**src/fcs_pkg.sv**
```systemverilog
package fcs_pkg;
	// register index as printed; byte address is four times it
	localparam logic [11:0] FCS_CTRL_IDX = 12'h016;
	localparam logic [11:0] FCS_CTRL_ADDR = 12'h058;
	localparam int FCS_ADDR_W = 12;
	localparam int FCS_DATA_W = 32;
	localparam int FCS_REG_W = 16;

	// field positions
	localparam int FCS_TQ_BIT = 10;
	localparam int FCS_SDF_BIT = 9;
	localparam int FCS_SDA_BIT = 8;
	localparam int FCS_DTO_BIT = 7;
	localparam int FCS_F100_BIT = 5;
	localparam int FCS_NRZ_BIT = 2;

	// writable bits; reserved ones store nothing and read zero
	localparam logic [15:0] FCS_WR_MASK = 16'h07A4;
	localparam logic [15:0] FCS_RESET_VAL = 16'h0100;

	// descrambler lock timeouts
	localparam int FCS_CLK_MHZ = 250;
	localparam int FCS_DTO_LONG_US = 2000;
	localparam int FCS_DTO_SHORT_US = 722;
	localparam int FCS_DTO_LONG_CYC = FCS_DTO_LONG_US * FCS_CLK_MHZ;
	localparam int FCS_DTO_SHORT_CYC = FCS_DTO_SHORT_US * FCS_CLK_MHZ;
	localparam int FCS_DTO_W = 20;
endpackage

```
**src/fcs_ctrl_reg.sv**
```systemverilog
`timescale 1ns/1ps
// Behaviour
// - control register sits at management register index 0x16
// - bits 15 to 13 read zero, writes to them dropped
// - bit 10, reset 0, enables true quiet transmit
// - bit 9, reset 0, forces signal detect in the attachment sublayer
// - bit 8, reset 1, selects enhanced signal detect, else reduced
// - bit 7, reset 0, descrambler timeout 2ms when set, else 722us
// - bit 5, reset 0, forces good 100 Mb/s link
// - bit 2, reset 0, bypasses line encode and decode stage
module fcs_ctrl_reg #(
	parameter int DTO_LONG_CYC = fcs_pkg::FCS_DTO_LONG_CYC,
	parameter int DTO_SHORT_CYC = fcs_pkg::FCS_DTO_SHORT_CYC
) (
	// clock, reset, enable
	input wire logic mclk,
	input wire logic reset_n,
	input wire logic ce,
	// apb slave
	input wire logic psel,
	input wire logic penable,
	input wire logic pwrite,
	input wire logic [fcs_pkg::FCS_ADDR_W-1:0] paddr,
	input wire logic [fcs_pkg::FCS_DATA_W-1:0] pwdata,
	input wire logic [3:0] pstrb,
	output logic [fcs_pkg::FCS_DATA_W-1:0] prdata,
	output logic pready,
	output logic pslverr,
	// controls to the coding sublayer
	output logic true_quiet_transmit_enable,
	output logic signal_detect_force,
	output logic signal_detect_algo_select,
	output logic descrambler_timeout_select,
	output logic force_100_good_link,
	output logic line_code_bypass,
	output logic [fcs_pkg::FCS_DTO_W-1:0] descrambler_timeout_cycles
);
	import fcs_pkg::*;

	localparam logic [FCS_DTO_W-1:0] DTO_LONG = DTO_LONG_CYC[FCS_DTO_W-1:0];
	localparam logic [FCS_DTO_W-1:0] DTO_SHORT =
		DTO_SHORT_CYC[FCS_DTO_W-1:0];

	logic [FCS_REG_W-1:0] ctrl_r;
	logic [FCS_REG_W-1:0] ctrl_nxt;
	logic [FCS_DATA_W-1:0] prdata_r;
	logic [FCS_DATA_W-1:0] prdata_nxt;
	logic pready_r;
	logic pready_nxt;
	logic pslverr_r;
	logic pslverr_nxt;
	logic [FCS_DTO_W-1:0] dto_r;
	logic [FCS_DTO_W-1:0] dto_nxt;
	logic hit;
	logic setup;
	logic wr_go;
	logic [FCS_REG_W-1:0] wdata;

	assign hit = (paddr == FCS_CTRL_ADDR);
	assign setup = psel && !penable;
	assign wr_go = psel && penable && pready_r && pwrite && hit;

	// byte lanes 0 and 1 carry the 16-bit register
	genvar gi;
	generate
		for (gi = 0; gi < 2; gi++) begin : g_lane
			assign wdata[gi*8 +: 8] = pstrb[gi] ?
				pwdata[gi*8 +: 8] : ctrl_r[gi*8 +: 8];
		end
	endgenerate

	// register contents
	always_comb begin
		ctrl_nxt = ctrl_r;
		if (wr_go) begin
			// reserved bits dropped on write
			ctrl_nxt = wdata & FCS_WR_MASK;
		end
	end

	// timeout count follows the select bit, one flop deep
	always_comb begin
		dto_nxt = ctrl_nxt[FCS_DTO_BIT] ? DTO_LONG : DTO_SHORT;
	end

	// apb answer: registered one cycle after setup, so pready is a flop
	always_comb begin
		pready_nxt = 1'b0;
		pslverr_nxt = 1'b0;
		prdata_nxt = prdata_r;
		if (setup) begin
			pready_nxt = 1'b1;
			pslverr_nxt = !hit;
			prdata_nxt = '0;
			if (!pwrite && hit) begin
				prdata_nxt[FCS_REG_W-1:0] = ctrl_r & FCS_WR_MASK;
			end
		end
	end

	always_ff @(posedge mclk or negedge reset_n) begin
		if (!reset_n) begin
			ctrl_r <= FCS_RESET_VAL;
			dto_r <= DTO_SHORT;
			prdata_r <= '0;
			pready_r <= 1'b0;
			pslverr_r <= 1'b0;
		end else if (ce) begin
			ctrl_r <= ctrl_nxt;
			dto_r <= dto_nxt;
			prdata_r <= prdata_nxt;
			pready_r <= pready_nxt;
			pslverr_r <= pslverr_nxt;
		end
	end

	assign prdata = prdata_r;
	assign pready = pready_r;
	assign pslverr = pslverr_r;
	assign true_quiet_transmit_enable = ctrl_r[FCS_TQ_BIT];
	assign signal_detect_force = ctrl_r[FCS_SDF_BIT];
	assign signal_detect_algo_select = ctrl_r[FCS_SDA_BIT];
	assign descrambler_timeout_select = ctrl_r[FCS_DTO_BIT];
	assign force_100_good_link = ctrl_r[FCS_F100_BIT];
	assign line_code_bypass = ctrl_r[FCS_NRZ_BIT];
	assign descrambler_timeout_cycles = dto_r;

	// checks
	logic wr_full;
	assign wr_full = wr_go && ce && pstrb[1] && pstrb[0];

	property p_offset_write;
		@(posedge mclk) disable iff (!reset_n)
		(psel && penable && pready && pwrite && ce && paddr != FCS_CTRL_ADDR)
		|=> $stable(ctrl_r);
	endproperty
	a_offset_write: assert property (p_offset_write)
		else $error("write off the register index changed it");

	property p_resv_read;
		@(posedge mclk) disable iff (!reset_n)
		pready |-> prdata[FCS_DATA_W-1:13] == '0 && !(pslverr && prdata != '0);
	endproperty
	a_resv_read: assert property (p_resv_read)
		else $error("reserved bits read nonzero");

	property p_tq;
		@(posedge mclk) disable iff (!reset_n)
		wr_full |=> true_quiet_transmit_enable == $past(pwdata[FCS_TQ_BIT]);
	endproperty
	a_tq: assert property (p_tq)
		else $error("true quiet enable not taken from write");

	property p_sdf;
		@(posedge mclk) disable iff (!reset_n)
		(wr_full && pwdata[FCS_SDF_BIT]) ##1 (!wr_go) |-> signal_detect_force;
	endproperty
	a_sdf: assert property (p_sdf)
		else $error("signal detect force lost");

	property p_sda_reset;
		@(posedge mclk)
		$rose(reset_n) |-> signal_detect_algo_select && !signal_detect_force
			&& !true_quiet_transmit_enable;
	endproperty
	a_sda_reset: assert property (p_sda_reset)
		else $error("wrong reset value of signal detect algorithm");

	property p_dto;
		@(posedge mclk) disable iff (!reset_n)
		descrambler_timeout_cycles ==
			(descrambler_timeout_select ? DTO_LONG : DTO_SHORT);
	endproperty
	a_dto: assert property (p_dto)
		else $error("descrambler timeout count disagrees with select");

	property p_f100;
		@(posedge mclk) disable iff (!reset_n)
		wr_full |=> force_100_good_link == $past(pwdata[FCS_F100_BIT])
			&& ctrl_r[12:11] == 2'b00;
	endproperty
	a_f100: assert property (p_f100)
		else $error("good link force not taken from write");

	property p_nrz;
		@(posedge mclk) disable iff (!reset_n)
		(psel && penable && pready && !pwrite && !pslverr)
		|-> prdata[FCS_NRZ_BIT] == line_code_bypass;
	endproperty
	a_nrz: assert property (p_nrz)
		else $error("line code bypass readback mismatch");

	property p_ready_pulse;
		@(posedge mclk) disable iff (!reset_n)
		(setup && ce) |=> pready ##1 (!pready || !ce);
	endproperty
	a_ready_pulse: assert property (p_ready_pulse)
		else $error("pready not a single access cycle");

	property p_err_with_ready;
		@(posedge mclk) disable iff (!reset_n)
		pslverr |-> pready;
	endproperty
	a_err_with_ready: assert property (p_err_with_ready)
		else $error("error flag raised outside an access cycle");

	property p_err_addr;
		@(posedge mclk) disable iff (!reset_n)
		(setup && ce) |=> pslverr == !$past(hit);
	endproperty
	a_err_addr: assert property (p_err_addr)
		else $error("error flag disagrees with the register index");

	property p_err_zero;
		@(posedge mclk) disable iff (!reset_n)
		(setup && ce && !hit) |=> prdata == '0;
	endproperty
	a_err_zero: assert property (p_err_zero)
		else $error("unmapped access returned data");

	property p_rd_data;
		@(posedge mclk) disable iff (!reset_n)
		(setup && ce && !pwrite && hit) |=>
			prdata[FCS_REG_W-1:0] == $past(ctrl_r)
			&& prdata[FCS_DATA_W-1:FCS_REG_W] == '0;
	endproperty
	a_rd_data: assert property (p_rd_data)
		else $error("read data is not the register contents");

	// reserved bits must never be stored, whatever was written
	property p_resv_store;
		@(posedge mclk) disable iff (!reset_n)
		(ctrl_r & ~FCS_WR_MASK) == '0;
	endproperty
	a_resv_store: assert property (p_resv_store)
		else $error("reserved bit stored");

	property p_lane_keep;
		@(posedge mclk) disable iff (!reset_n)
		(wr_go && ce && !pstrb[1]) |=> $stable(ctrl_r[FCS_REG_W-1:8]);
	endproperty
	a_lane_keep: assert property (p_lane_keep)
		else $error("upper lane changed without its strobe");

	property p_tq_hold;
		@(posedge mclk) disable iff (!reset_n)
		!wr_go |=> $stable(true_quiet_transmit_enable);
	endproperty
	a_tq_hold: assert property (p_tq_hold)
		else $error("true quiet enable changed without a write");

	property p_sdf_take;
		@(posedge mclk) disable iff (!reset_n)
		wr_full |=> signal_detect_force == $past(pwdata[FCS_SDF_BIT]);
	endproperty
	a_sdf_take: assert property (p_sdf_take)
		else $error("signal detect force not taken from write");

	property p_sda_take;
		@(posedge mclk) disable iff (!reset_n)
		wr_full |=> signal_detect_algo_select == $past(pwdata[FCS_SDA_BIT]);
	endproperty
	a_sda_take: assert property (p_sda_take)
		else $error("signal detect algorithm not taken from write");

	property p_dto_take;
		@(posedge mclk) disable iff (!reset_n)
		wr_full |=> descrambler_timeout_select == $past(pwdata[FCS_DTO_BIT]);
	endproperty
	a_dto_take: assert property (p_dto_take)
		else $error("descrambler timeout select not taken from write");

	property p_f100_hold;
		@(posedge mclk) disable iff (!reset_n)
		!wr_go |=> $stable(force_100_good_link);
	endproperty
	a_f100_hold: assert property (p_f100_hold)
		else $error("good link force changed without a write");

	property p_nrz_take;
		@(posedge mclk) disable iff (!reset_n)
		wr_full |=> line_code_bypass == $past(pwdata[FCS_NRZ_BIT]);
	endproperty
	a_nrz_take: assert property (p_nrz_take)
		else $error("line code bypass not taken from write");

	property p_nrz_hold;
		@(posedge mclk) disable iff (!reset_n)
		!wr_go |=> $stable(line_code_bypass);
	endproperty
	a_nrz_hold: assert property (p_nrz_hold)
		else $error("line code bypass changed without a write");

	c_write: cover property (@(posedge mclk) disable iff (!reset_n) wr_full);
	c_read: cover property (@(posedge mclk) disable iff (!reset_n)
		psel && penable && pready && !pwrite && !pslverr);
	c_err: cover property (@(posedge mclk) disable iff (!reset_n)
		pready && pslverr);
	c_long: cover property (@(posedge mclk) disable iff (!reset_n)
		$rose(descrambler_timeout_select));
	c_frozen: cover property (@(posedge mclk) disable iff (!reset_n)
		setup && !ce);
endmodule

```
**config.mk**
```make
export PLATFORM = sky130hd
export DESIGN_NAME = fcs_ctrl_reg
export DESIGN_NICKNAME = d
export VERILOG_FILES = /design/src/fcs_pkg.sv /design/src/fcs_ctrl_reg.sv
export SDC_FILE = /design/constraint.sdc
export NUM_CORES = 1
export LEC_CHECK = 0
export BUFFER_PORTS_ARGS = -buffer_cell sky130_fd_sc_hd__buf_2
export CORE_ASPECT_RATIO = 1.5
export CORE_MARGIN = 2
export CORE_UTILIZATION = 33
export CTS_CLUSTER_DIAMETER = 150
export CTS_CLUSTER_SIZE = 8
export DETAILED_ROUTE_END_ITERATION = 10
export MAX_ROUTING_LAYER = met4
export PLACE_DENSITY_LB_ADDON = 0.2
export SETUP_SLACK_MARGIN = 0.1
export SLEW_MARGIN = 20
export SYNTH_ARGS = -nofsm -noshare
export SYNTH_HDL_FRONTEND = slang
export SYNTH_SLANG_ARGS = --single-unit
```
**constraint.sdc**
```tcl
create_clock -name mclk -period 1.8 [get_ports mclk]
set_input_delay 0.27 -clock mclk [delete_from_list [all_inputs] [get_ports mclk]]
set_output_delay 0.27 -clock mclk [all_outputs]
set_load 0.02 [all_outputs]
```
==> results.toml <==
[outcome]
status = "finished, final reports clean"

[setup_path]
cp_cell_sequence = "buf_2, or4b_4, and4b_1, and3_4, mux2_4"
crit_path_top_delay_cell = "or4b_4"
timing.rr.end = "descrambler_timeout_cycles[14]"
end_kind = "flop"
r2r_slack_ns = 0.25
worstReg2RegStart = "pready"
cp_num_buf_inv = 1
crit_family = "simple AND/OR/NAND/NOR gates"
path_class = "in2reg"
worstPathArrival_ns = 1.74
slowest_delay_ns = 0.52
r2r_cells = 5
worst_setup_path_start_kind = "input pin"
required_ns = 1.93
cp_max_fo = 3

[global_routing]
grt_use_met1 = 0.101
met3_usage = 0.0292
antenna_found_initial = 0
grtUsageMet2 = 0.192
grt_pass1_wl_um = 2740
track_usage = 0.106
grt-ovfl-total = 0
grt_max_degree = 16
grt-busiest-layer = "met2"
grt_pass1_vias = 608

[synthesis]
ys_warn_count = 0
synthArstFlopShare = 1.00
synth_common_cells = "buf_4, dfrtp_1, a22o_1, mux2_1"
netlist.area_leader.share = 0.337
synth_cell_types = 23
synth-seq-area-share = 0.377
netlist_area_sq_um = 1000
netlist_instances = 95
synth_top_area_cell = "buf_4"
synth_flop_cell = "dfrtp_1"
synth_area_per_cell_sq_um = 10.5
yosysMostFrequentCell = "buf_4"
synth-seq-cells = 15
synth-edff-count = 0
synthTopCellsByArea = "buf_4, dfrtp_1, mux2_1, dfstp_2, a22o_1"

[floorplan]
start_util = 0.344
rows = 24
ioPinCount = 114
coreArea_sq_um = 2910
die_h_um = 71.5
die_w_um = 49.0
dieArea_sq_um = 3500

[clocking]
cts_buffer_depth = 2
hold_buffers = 1
cts_resized = 0
cts_buffers = 3
cts_tree = "yes"
cts.clk_slew.worst_paths_ns = 0.06
cts_setup_buffers = 0
cts_root_buf = "clkbuf_8"
clock-sinks = 15
clk_latency_ns = 0.24
htreeDepth = 1

[layout]
drive_above_1_share = 0.468
area_growth_pct = 18.1
fin_cells = 180
final_util = 0.406
diodes = 0
fin_area_sq_um = 1180
num-fill-cells = 300
num-nets-final = 196

[route]
drt_iter0_markers = 1
ant_nets = 0
drt_wl_total_um = 1840
post_drt_wl_per_cell_um = 10.2
drc = 0
vias_per_cell = 3.99
via_count = 718
firstDrtPassIters = 3

[power_and_ir_drop]
pwr-share-seq = 0.455
p_switching_mw = 0.230
peakVddDrop_mv = 0.259
p_int_mw = 0.531
switching_share = 0.302
leakage_nw = 0.689
power_frac_clock = 0.356
power_frac_comb = 0.189
p_per_area_nw_per_um2 = 643

[min_path]
worstHoldStart = "pwdata[8]"
whs_path_depth = 2
holdPathEnd = "ctrl_r[8]"
hold_class = "in2reg"

[sta]
fmax_mhz = 621
finalSetupTns_ns = 0
hold_violations = 0
maxSlewViolCount = 0
worst_clock_skew_ns = 0.00106
post-route-period-util = 0.894
setup_viol = 0
min_period_ns = 1.61
rsz0062_at_grt = "no"

[placement]
io_buffer_count = 46
dp_cells = 175
placed_area_sq_um = 1130
place_congestion = 0.741
dpl.hpwl_um = 1540

[run]
max_cap_viol_count = 0
-- through the flow --
stage	hold WS, ns	setup slack (ns)	power [mW]
final	0.242	0.191	0.761
after global routing	0.246	0.149	0.803
after CTS	0.237	0.186	0.777
after detailed placement	0.198	-0.0812	0.495
after global placement	0.192	-0.0765	0.493
after floorplan	-0.0256	0.0656	0.516
-- layout make-up --
type                    count  area, sq um  area share
clock buffers               3         41.3      0.0349
clock inverters             1         5.00     0.00423
inverters                   2         7.51     0.00634
multi-input cells          69          433       0.366
flip-flops and latches     15          378       0.319
well taps                  39         48.8      0.0412
repair buffers             51          270       0.228
-- sequential cells by signal, summed over array words and instances, names as in the netlist, named ones only --
signal	cells
ctrl_r	5
descrambler_timeout_cycles	1
prdata	6
pready	1
pslverr	1
-- routing by layer --
layer | wire length, um | up-vias | share of wire
met5 | 0 | - | 0
met4 | 11 | 0 | 0.0060
met3 | 176 | 2 | 0.096
met2 | 1030 | 51 | 0.56
met1 | 617 | 335 | 0.34
li1 | - | 330 | -
-- worst reg2reg max path, stage by stage (launching register included) --
cell and delay [ns]:
dfrtp_1 0.40, and4_1 0.20, and4b_1 0.23, buf_4 0.14, or3b_2 0.43, nand3_1 0.09
-- kinds of logic after synthesis --
logic type | Yosys count | synth area share
buffers and inverters | 48 | 0.348
DFF | 15 | 0.377
and+or+nand+nor | 15 | 0.126
AOI/OAI and AO/OA | 8 | 0.0637
muxes | 7 | 0.0774
other | 2 | 0.00749
-- power groups by stage --
stage	clock, mW	combinational, mW	sequential [mW]
after floorplan	0	0.158	0.359
after global placement	0	0.141	0.352
after detailed placement	0	0.142	0.352
after CTS	0.286	0.144	0.346
after global routing	0.300	0.156	0.347
final	0.271	0.144	0.346
-- cell usage in the layout, fill, tap and decap left out, types with 2 or more instances in the layout --
master | Yosys | final
dfstp_2 | 2 | 2
a22o_1 | 6 | 6
dfrtp_1 | 13 | 13
inv_1 | 2 | 2
nor4b_1 | 2 | 2
nor2_1 | 2 | 2
clkbuf_8 | 0 | 3
buf_2 | 0 | 46
and3_4 | 2 | 2
mux2_4 | 0 | 5
buf_4 | 45 | 4
conb_1 | 2 | 39
-- worst max path at each step --
stage | from | end | slack [ns] | cells after the start
after floorplan | paddr[11] | flop | 0.07 | 4
after global placement | paddr[11] | ctrl_r[9] | -0.08 | 5
after detailed placement | paddr[11] | ctrl_r[10] | -0.08 | 5
after CTS | paddr[11] | ctrl_r[10] | 0.19 | 5
after global routing | paddr[11] | ctrl_r[9] | 0.15 | 5
final | paddr[11] | ctrl_r[5] | 0.19 | 5
No activity file was read; power rests on OpenSTA's default activity.
